**src/core/ces_defs.svh**
```systemverilog
// Register indices, field positions, reset values and timing counts of the shadow configuration block
`ifndef CES_DEFS_SVH
`define CES_DEFS_SVH

// register indices; the byte address on APB is four times the index
`define CES_IDX_CFG_LAST  8'h4B
`define CES_IDX_WIN_LAST  8'h57
`define CES_IDX_CTRL2     8'h87
`define CES_IDX_SEL       8'h89
`define CES_IDX_STAT      8'h8F

`define CES_CFG_BYTES     76
`define CES_NVM_BYTES     88

`define CES_SEL_BIT       0
`define CES_SEL_RESET     1'b0
`define CES_CTRL2_RESET   3'h0
`define CES_CTRL2_OVR     0
`define CES_CTRL2_CFET    1
`define CES_CTRL2_DFET    2

`define CES_STAT_CORR     0
`define CES_STAT_UNC      1
`define CES_STAT_DONE     2
`define CES_STAT_BUSY     3
`define CES_STAT_BAD      4

`define CES_NVM_WR_MS     30
`define CES_CLK_HZ        10000000
`define CES_NVM_WR_CYC    (`CES_NVM_WR_MS * (`CES_CLK_HZ / 1000))

`endif

```
**src/core/ces_pkg.sv**
```systemverilog
// Types shared by the shadow configuration block
package ces_pkg;

	typedef logic [7:0]  ces_byte_t;
	typedef logic [12:0] ces_code_t;

	typedef enum logic [2:0] {
		RC_IDLE,
		RC_ISSUE,
		RC_WAIT,
		RC_CHECK,
		RC_DONE
	} ces_recall_t;

endpackage : ces_pkg

```
**src/core/ces_nvm_array.sv**
```systemverilog
// Nonvolatile array with single-error correction, double-error detection and a timed write cycle
`timescale 1ns/10ps
`default_nettype none
`include "ces_defs.svh"
module ces_nvm_array
	import ces_pkg::*;
#(
	parameter int WR_CYC = `CES_NVM_WR_CYC
) (
	input  wire logic        pclk,
	input  wire logic        presetn,
	input  wire logic        rd_req,
	input  wire logic        wr_req,
	input  wire logic [6:0]  addr,
	input  wire ces_byte_t   wdata,
	input  wire ces_code_t   err_inject,
	output logic             rd_valid,
	output ces_byte_t        rd_data,
	output logic             rd_corr,
	output logic             rd_fail,
	output logic             busy
);

	// zero data with zero check bits is a valid codeword
	ces_code_t   mem [0:`CES_NVM_BYTES-1] = '{default: '0};
	logic [23:0] wr_cnt;
	logic [9:0]  dec;

	function automatic logic [3:0] ecc_syn(input logic [12:1] c);
		logic [3:0] s;
		s = 4'h0;
		for (int i = 1; i <= 12; i++) begin
			if (c[i]) begin
				s = s ^ 4'(i);
			end
		end
		return s;
	endfunction : ecc_syn

	function automatic ces_code_t ecc_enc(input ces_byte_t d);
		logic [12:1] c;
		logic [3:0]  s;
		c = {d[7:4], 1'b0, d[3:1], 1'b0, d[0], 2'h0};
		s = ecc_syn(c);
		c[1] = s[0];
		c[2] = s[1];
		c[4] = s[2];
		c[8] = s[3];
		return {^c, c};
	endfunction : ecc_enc

	// returns {fail, corrected, data}
	function automatic logic [9:0] ecc_dec(input ces_code_t w);
		logic [12:1] c;
		logic [3:0]  s;
		logic        corr;
		logic        fail;
		c = w[11:0];
		s = ecc_syn(c);
		corr = 1'b0;
		fail = 1'b0;
		if (^w) begin
			corr = 1'b1;
			if (s > 4'hC) begin
				fail = 1'b1;
				corr = 1'b0;
			end else if (s != 4'h0) begin
				c[s] = ~c[s];
			end
		end else if (s != 4'h0) begin
			fail = 1'b1;
		end
		return {fail, corr, c[12:9], c[7:5], c[3]};
	endfunction : ecc_dec

	// test hook: err_inject flips stored bits so that corrections can be provoked
	always_ff @(posedge pclk) begin
		if (wr_req && !busy) begin
			mem[addr] <= ecc_enc(wdata) ^ err_inject;
		end
	end

	assign dec = ecc_dec(mem[addr]);

	always_ff @(posedge pclk or negedge presetn) begin
		if (!presetn) begin
			rd_valid <= 1'b0;
			rd_data  <= 8'h00;
			rd_corr  <= 1'b0;
			rd_fail  <= 1'b0;
		end else begin
			rd_valid <= rd_req;
			if (rd_req) begin
				rd_data <= dec[7:0];
				rd_corr <= dec[8];
				rd_fail <= dec[9];
			end
		end
	end

	always_ff @(posedge pclk or negedge presetn) begin
		if (!presetn) begin
			wr_cnt <= 24'h000000;
		end else if (wr_req && !busy) begin
			wr_cnt <= 24'(WR_CYC);
		end else if (busy) begin
			wr_cnt <= wr_cnt - 24'h000001;
		end
	end

	assign busy = (wr_cnt != 24'h000000);

endmodule : ces_nvm_array
`default_nettype wire

```
**src/core/ces_shadow_ctrl.sv**
```systemverilog
// Shadow configuration registers, power-on recall and nonvolatile access over APB
//
// Our own choices: the address map and the APB interface to the registers.
`timescale 1ns/10ps
`default_nettype none
`include "ces_defs.svh"
module ces_shadow_ctrl
	import ces_pkg::*;
#(
	parameter int NVM_WR_CYC = `CES_NVM_WR_CYC
) (
	input  wire logic         pclk,
	input  wire logic         presetn,
	input  wire logic         psel,
	input  wire logic         penable,
	input  wire logic         pwrite,
	input  wire logic [11:0]  paddr,
	input  wire logic [31:0]  pwdata,
	output logic [31:0]       prdata,
	output logic              pready,
	output logic              pslverr,
	input  wire logic         power_down,
	input  wire logic         cell_lockout_fault,
	input  wire logic         short_circuit_fault,
	input  wire logic         internal_overtemp_fault,
	input  wire logic         in_sleep,
	input  wire logic         forced_off_input,
	input  wire ces_code_t    nvm_err_inject,
	output logic [607:0]      config_shadow,
	output logic              recall_done,
	output logic              charge_fet_on,
	output logic              discharge_fet_on
);

	logic [5:0]  pin_m;
	logic [5:0]  pin_s;
	logic        pd_s;
	logic        hard_off;
	ces_byte_t   shadow [0:`CES_CFG_BYTES-1];
	logic        nvm_select;
	logic [2:0]  ctrl2;
	logic        ecc_corrected;
	logic        ecc_uncorrectable;
	ces_recall_t rc_st;
	logic [6:0]  rc_idx;
	logic        recall_bad;
	logic        rc_req;
	logic [7:0]  idx;
	logic        hi_ok;
	logic        in_win;
	logic        in_cfg;
	logic        nv_path;
	logic        mapped;
	logic        refuse;
	logic        acc;
	logic        is_nvrd;
	logic        host_rd;
	logic        host_wr;
	logic        reg_wr;
	logic        rd_pend;
	logic        rd_done;
	ces_byte_t   reg_rd;
	logic        nvm_rd_req;
	logic [6:0]  nvm_addr;
	logic        nvm_rd_valid;
	ces_byte_t   nvm_rd_data;
	logic        nvm_rd_corr;
	logic        nvm_rd_fail;
	logic        nvm_busy;

	// pins are asynchronous to pclk
	always_ff @(posedge pclk or negedge presetn) begin
		if (!presetn) begin
			pin_m <= 6'h00;
			pin_s <= 6'h00;
		end else begin
			pin_m <= {power_down, forced_off_input, in_sleep,
				internal_overtemp_fault, short_circuit_fault, cell_lockout_fault};
			pin_s <= pin_m;
		end
	end

	assign pd_s     = pin_s[5];
	assign hard_off = |pin_s[4:0];

	// address decode
	assign idx     = paddr[9:2];
	assign hi_ok   = (paddr[11:10] == 2'h0);
	assign in_win  = hi_ok && (idx <= `CES_IDX_WIN_LAST);
	assign in_cfg  = in_win && (idx <= `CES_IDX_CFG_LAST);
	assign nv_path = in_win && nvm_select;
	assign mapped  = in_win || (hi_ok && (idx == `CES_IDX_CTRL2 || idx == `CES_IDX_SEL || idx == `CES_IDX_STAT));
	assign refuse  = nv_path && (!recall_done || nvm_busy);
	assign acc     = psel && penable;
	assign is_nvrd = nv_path && !pwrite && !refuse;
	assign host_rd = acc && is_nvrd && !rd_pend && !rd_done;
	assign host_wr = acc && pwrite && nv_path && !refuse;
	assign reg_wr  = acc && pwrite && hi_ok;

	// register reads need no wait; array reads wait for the array
	assign pready  = acc && (!is_nvrd || rd_done);
	assign pslverr = pready && (!mapped || refuse);

	assign rc_req     = (rc_st == RC_ISSUE);
	assign nvm_rd_req = host_rd || rc_req;
	assign nvm_addr   = recall_done ? idx[6:0] : rc_idx;

	always_comb begin
		reg_rd = 8'h00;
		if (in_cfg && !nvm_select) begin
			reg_rd = shadow[idx[6:0]];
		end else if (hi_ok && idx == `CES_IDX_CTRL2) begin
			reg_rd = {5'h00, ctrl2};
		end else if (hi_ok && idx == `CES_IDX_SEL) begin
			reg_rd[`CES_SEL_BIT] = nvm_select;
		end else if (hi_ok && idx == `CES_IDX_STAT) begin
			reg_rd[`CES_STAT_CORR] = ecc_corrected;
			reg_rd[`CES_STAT_UNC]  = ecc_uncorrectable;
			reg_rd[`CES_STAT_DONE] = recall_done;
			reg_rd[`CES_STAT_BUSY] = nvm_busy;
			reg_rd[`CES_STAT_BAD]  = recall_bad;
		end
	end

	// user area in the window reads zero here: it has no shadow
	always_ff @(posedge pclk or negedge presetn) begin
		if (!presetn) begin
			prdata <= 32'h00000000;
		end else if (rd_pend && nvm_rd_valid) begin
			prdata <= {24'h000000, nvm_rd_data};
		end else if (psel && !penable) begin
			prdata <= {24'h000000, reg_rd};
		end
	end

	always_ff @(posedge pclk or negedge presetn) begin
		if (!presetn) begin
			rd_pend <= 1'b0;
			rd_done <= 1'b0;
		end else begin
			if (host_rd) begin
				rd_pend <= 1'b1;
			end else if (nvm_rd_valid) begin
				rd_pend <= 1'b0;
			end
			rd_done <= rd_pend && nvm_rd_valid;
		end
	end

	// select bit never clears itself; software has to write it back
	always_ff @(posedge pclk or negedge presetn) begin
		if (!presetn) begin
			nvm_select <= `CES_SEL_RESET;
			ctrl2      <= `CES_CTRL2_RESET;
		end else begin
			if (reg_wr && idx == `CES_IDX_SEL) begin
				nvm_select <= pwdata[`CES_SEL_BIT];
			end
			if (reg_wr && idx == `CES_IDX_CTRL2) begin
				ctrl2 <= pwdata[2:0];
			end
		end
	end

	// one update per completed array read, host or recall
	always_ff @(posedge pclk or negedge presetn) begin
		if (!presetn) begin
			ecc_corrected     <= 1'b0;
			ecc_uncorrectable <= 1'b0;
		end else if (nvm_rd_valid) begin
			ecc_corrected     <= nvm_rd_corr;
			ecc_uncorrectable <= nvm_rd_fail;
		end
	end

	always_ff @(posedge pclk or negedge presetn) begin
		if (!presetn) begin
			for (int i = 0; i < `CES_CFG_BYTES; i++) begin
				shadow[i] <= 8'h00;
			end
		end else if (pd_s) begin
			for (int i = 0; i < `CES_CFG_BYTES; i++) begin
				shadow[i] <= 8'h00;
			end
		end else if (rc_st == RC_WAIT && nvm_rd_valid) begin
			if (!nvm_rd_fail) begin
				shadow[rc_idx] <= nvm_rd_data;
			end
		end else if (acc && pwrite && in_cfg && !nvm_select) begin
			shadow[idx[6:0]] <= pwdata[7:0];
		end
	end

	// recall walks only the configuration area; a failed word keeps its old value
	always_ff @(posedge pclk or negedge presetn) begin
		if (!presetn) begin
			rc_st       <= RC_IDLE;
			rc_idx      <= 7'h00;
			recall_done <= 1'b0;
			recall_bad  <= 1'b0;
		end else if (pd_s) begin
			rc_st       <= RC_IDLE;
			recall_done <= 1'b0;
		end else begin
			case (rc_st)
				RC_IDLE: begin
					rc_idx     <= 7'h00;
					recall_bad <= 1'b0;
					rc_st      <= RC_ISSUE;
				end
				RC_ISSUE: begin
					rc_st <= RC_WAIT;
				end
				RC_WAIT: begin
					if (nvm_rd_valid) begin
						rc_st <= RC_CHECK;
					end
				end
				RC_CHECK: begin
					if (ecc_uncorrectable) begin
						recall_bad <= 1'b1;
					end
					if ({1'b0, rc_idx} == `CES_IDX_CFG_LAST) begin
						rc_st       <= RC_DONE;
						recall_done <= 1'b1;
					end else begin
						rc_idx <= rc_idx + 7'h01;
						rc_st  <= RC_ISSUE;
					end
				end
				RC_DONE: begin
					rc_st <= RC_DONE;
				end
				default: begin
					rc_st <= RC_IDLE;
				end
			endcase
		end
	end

	// device logic sees only the shadows
	for (genvar g = 0; g < `CES_CFG_BYTES; g++) begin : g_flat
		assign config_shadow[g*8 +: 8] = shadow[g];
	end

	// negative control: on by default, held off until recall is confirmed
	always_ff @(posedge pclk or negedge presetn) begin
		if (!presetn) begin
			charge_fet_on    <= 1'b0;
			discharge_fet_on <= 1'b0;
		end else if (!recall_done || hard_off) begin
			charge_fet_on    <= 1'b0;
			discharge_fet_on <= 1'b0;
		end else if (ctrl2[`CES_CTRL2_OVR]) begin
			charge_fet_on    <= ctrl2[`CES_CTRL2_CFET];
			discharge_fet_on <= ctrl2[`CES_CTRL2_DFET];
		end else begin
			charge_fet_on    <= 1'b1;
			discharge_fet_on <= 1'b1;
		end
	end

	ces_nvm_array #(
		.WR_CYC(NVM_WR_CYC)
	) u_nvm (
		.pclk       (pclk),
		.presetn    (presetn),
		.rd_req     (nvm_rd_req),
		.wr_req     (host_wr),
		.addr       (nvm_addr),
		.wdata      (pwdata[7:0]),
		.err_inject (nvm_err_inject),
		.rd_valid   (nvm_rd_valid),
		.rd_data    (nvm_rd_data),
		.rd_corr    (nvm_rd_corr),
		.rd_fail    (nvm_rd_fail),
		.busy       (nvm_busy)
	);
endmodule : ces_shadow_ctrl
`default_nettype wire

```
**config.mk**
```make
export PLATFORM = sky130hd
export DESIGN_NAME = ces_shadow_ctrl
export DESIGN_NICKNAME = d
export VERILOG_FILES = /design/src/core/ces_pkg.sv /design/src/core/ces_nvm_array.sv /design/src/core/ces_shadow_ctrl.sv
export VERILOG_INCLUDE_DIRS = /design/src /design/src/core
export SDC_FILE = /design/constraint.sdc
export NUM_CORES = 2
export LEC_CHECK = 0
export BUFFER_PORTS_ARGS = -buffer_cell sky130_fd_sc_hd__buf_2
export CELL_PAD_IN_SITES_DETAIL_PLACEMENT = 1
export CELL_PAD_IN_SITES_GLOBAL_PLACEMENT = 1
export CORE_MARGIN = 1
export CORE_UTILIZATION = 44
export CTS_CLUSTER_DIAMETER = 200
export CTS_CLUSTER_SIZE = 20
export DETAILED_ROUTE_END_ITERATION = 10
export PLACE_DENSITY = 0.71
export SLEW_MARGIN = 0
export SYNTH_ARGS = -nofsm -noshare
export SYNTH_HDL_FRONTEND = slang
export SYNTH_SLANG_ARGS = --single-unit
export TNS_END_PERCENT = 50
```
**constraint.sdc**
```tcl
create_clock -name pclk -period 6.8 [get_ports pclk]
set_clock_uncertainty 0.15 [all_clocks]
set_input_delay 2.04 -clock pclk [delete_from_list [all_inputs] [get_ports pclk]]
set_output_delay 2.04 -clock pclk [all_outputs]
set_load 0.01 [all_outputs]
```
==> impl_metrics.tcl <==
set metrics [dict create \
    cts-root-buf "clkbuf_16" \
    cts_hold_buf 0 \
    clockBufferDepth 3 \
    use_met2_pct 63.3 \
    ys_async_sr_fraction_pct 37.5 \
    post_drt_wl_per_cell_um 38.8 \
    num_rows 156 \
    grt_pass1_wl_mm 552 \
    drcViolationCount 0 \
    drt.antenna.violating_nets 0 \
    antenna_found_initial 29 \
    ys_ff_latch 1829 \
    die-area_um2 185000 \
    drive_above_1_share_pct 19.8 \
    maxClockFrequency_mhz 147 \
    port_buffers 662 \
    cts_tree "built" \
    drtPass1Iterations 8 \
    cts.sinks 1829 \
    cp.required_ns 4.61 \
    synth_cells 6918 \
    worstSkewPairLatency_ns 0.81 \
    synth_top_flop_cell "edfxtp_1" \
    overflow 0 \
    final_max_slew_viol_count 0 \
    synth_top_area_share_pct 42.5 \
    use_met3_pct 10.3 \
    grt_max_degree 106 \
    syn_area_per_cell_um2 11.7 \
    syn_area_um2 80800 \
    power.leakage_nw 34.3 \
    area_growth_pct 15.8 \
    setup.worst_path.end_class "output port" \
    dp_hpwl_mm 275 \
    final_util_pct 51.5 \
    worst-setup-path-type "in -> out" \
    fp.dieW_um 431 \
    period_minus_slack_ns 6.79 \
    nets 7823 \
    gp_congestion 1.00 \
    outcome "completed" \
    vias 71208 \
    finalWorstSetupSlack_ns 0.00556 \
    core_area_um2 182000 \
    crit_path_max_fanout 30 \
    rsz0062_at_grt "false" \
    via_per_inst 6.95 \
    cts_setup_buffers 0 \
    drtIter0Drc 10417 \
    slew-limit-headroom_pct 6.81 \
    initial_core_util_pct 44.5 \
    fill_cells 19106 \
    clk_pin_slew_ns 0.08 \
    cts_resized 0 \
    h-tree-depth 3 \
    pre_cts_ws_ns -0.256 \
    grt.busiest_layer "met2" \
    holdPathStages 0 \
    min_path_type "reg -> reg" \
    fin_crit_sh_pct 99.9 \
    ys_seq_area_share_pct 63.7 \
    grtUsageTotal_pct 42.0 \
    yosys_warnings 0 \
    holdWs_ns 0.204 \
    final-setup-viol-count 0 \
    io_pins 713 \
    totalWireLength_mm 398 \
    synth-edff-count 1144 \
    numCtsBuffers 101 \
    arrival_ns 4.60 \
    synth_cell_types 98 \
    critPathLaunchType "input pin" \
    grt_pass1_vias 69332 \
    die_height_um 431 \
    hold_viol 0 \
    reg2reg_depth 17 \
    netlist_top_cells_area "edfxtp_1 (42%), dfrtp_1 (21%), a22oi_1 (7.8%)" \
    tightest_slew_ns 1.39 \
    synth_area_leader_cell "edfxtp_1" \
    power_density_nw_per_um2 240 \
    peakVddDrop_v 0.000213 \
    use_met1_pct 51.7 \
    maxCapViolCount 0 \
]
## cells in the final DEF (no fill, tap or decap), drive strengths merged, types with 26 or more instances in the layout
| master | n |
|---|---|
| a21oi | 225 |
| o31ai | 26 |
| a32oi | 31 |
| mux2i | 164 |
| xor2 | 30 |
| nor2 | 448 |
| a222oi | 26 |
| nand3 | 100 |
| a22o | 45 |
| clkbuf | 125 |
| edfxtp | 1144 |
| o22ai | 232 |
| dfrtp | 685 |
| buf | 1287 |
| a31oi | 59 |
| nand2 | 886 |
| nor3 | 63 |
| o21ai | 754 |
| nor4 | 30 |
| xnor2 | 38 |
| a22oi | 841 |
| mux2 | 39 |
| a221oi | 72 |
## power breakdown
group	leakage (nW)	internal (W)	total, W	switching, W
Clock	1.35	0.00278	0.00663	0.00386
Combinational	13.3	0.000716	0.00310	0.00238
Sequential	19.6	0.0122	0.0127	0.000503
Total	34.3	0.0157	0.0225	0.00675
## synth_stat cells, types with 29 or more instances
library cell / count
buf_1: 71
a21oi_1: 224
a22o_1: 45
o21ai_0: 689
o21ai_1: 61
a22oi_1: 841
nand2_1: 886
o22ai_1: 232
buf_2: 64
mux2_2: 36
nor2_1: 446
dfrtp_1: 685
mux2i_1: 164
xor2_1: 29
nor3_1: 62
buf_4: 37
edfxtp_1: 1144
nand3_1: 100
xnor2_1: 37
a32oi_1: 31
clkbuf_1: 392
a221oi_1: 72
a31oi_1: 59
## metal layers
layer  wire length, µm  vias to the layer above  part of all wire (%)
met5               166                        -                 0.042
met4             39100                       24                   9.8
met3             43600                     1567                    11
met2            176000                     5370                    44
met1            139000                    36124                    35
li1                  -                    28123                     -
## state kept, by name, indices dropped and copies added, names as in the netlist, 6 cells and up
register       count
u_nvm.mem       1144
config_shadow    608
u_nvm.wr_cnt      24
prdata             8
u_nvm.rd_data      8
rc_idx             7
pin_m              6
pin_s              6
## metrics by stage
stage | cells | TNS, ns | area (µm²) | power, W
after floorplan | 6941 | 0 | 80900 | 0.0141
after global placement | 10098 | -0.979 | 90700 | 0.0158
after detailed placement | 10098 | -1.37 | 90700 | 0.0159
after CTS | 10229 | 0 | 93500 | 0.0223
after global routing | 10238 | 0 | 93600 | 0.0227
final | 10247 | 0 | 93600 | 0.0225
## cell families (layout without fill, tap and decap cells)
logic type | Yosys count | in the layout | share of synthesized area, %
muxes | 212 | 212 | 2.83
buffers and inverters | 593 | 1433 | 3.15
AOI/OAI and AO/OA | 2527 | 2527 | 20.6
other | 1 | 41 | 0.00464
DFF | 1829 | 1829 | 63.7
and+or+nand+nor | 1681 | 1681 | 8.80
adders and majority gates | 4 | 4 | 0.0557
xor gates and xnor gates | 71 | 71 | 0.839
## final cells by class
| type | instances | area (µm²) | share of cell area, % |
|---|---|---|---|
| Multi-Input combinational cell | 4519 | 27400 | 29.3 |
| Inverter | 15 | 56.3 | 0.0602 |
| Clock inverter | 6 | 153 | 0.163 |
| Timing Repair Buffer | 1287 | 8710 | 9.31 |
| Sequential cell | 1829 | 51500 | 55.1 |
| Antenna cell | 17 | 42.5 | 0.0455 |
| Tap cell | 2449 | 3060 | 3.27 |
| Clock buffer | 125 | 2660 | 2.84 |
## final timing paths
path / start / to / slack [ns]
worst min-delay path: pin_m[0] / pin_s[0] / 0.20
worst max-delay path: paddr[4] / pslverr / 0.006
max in group asynchronous: presetn / config_shadow[534] / 3.94
worst min register to register: pin_m[0] / pin_s[0] / 0.20
min in group asynchronous: presetn / config_shadow[298] / 1.17
worst max register to register: recall_done / u_nvm.rd_data[4] / 0.71
## worst max-delay path, stage by stage
cell and delay (ns):
buf_4 0.25, buf_4 0.24, buf_4 0.48, and3_2 0.34, nand2_1 0.19, a31oi_1 0.27
nor2_1 0.06, a31oi_1 0.26, nor2_1 0.09, buf_4 0.18, buf_2 0.14
(Power assumes the default switching activity.)
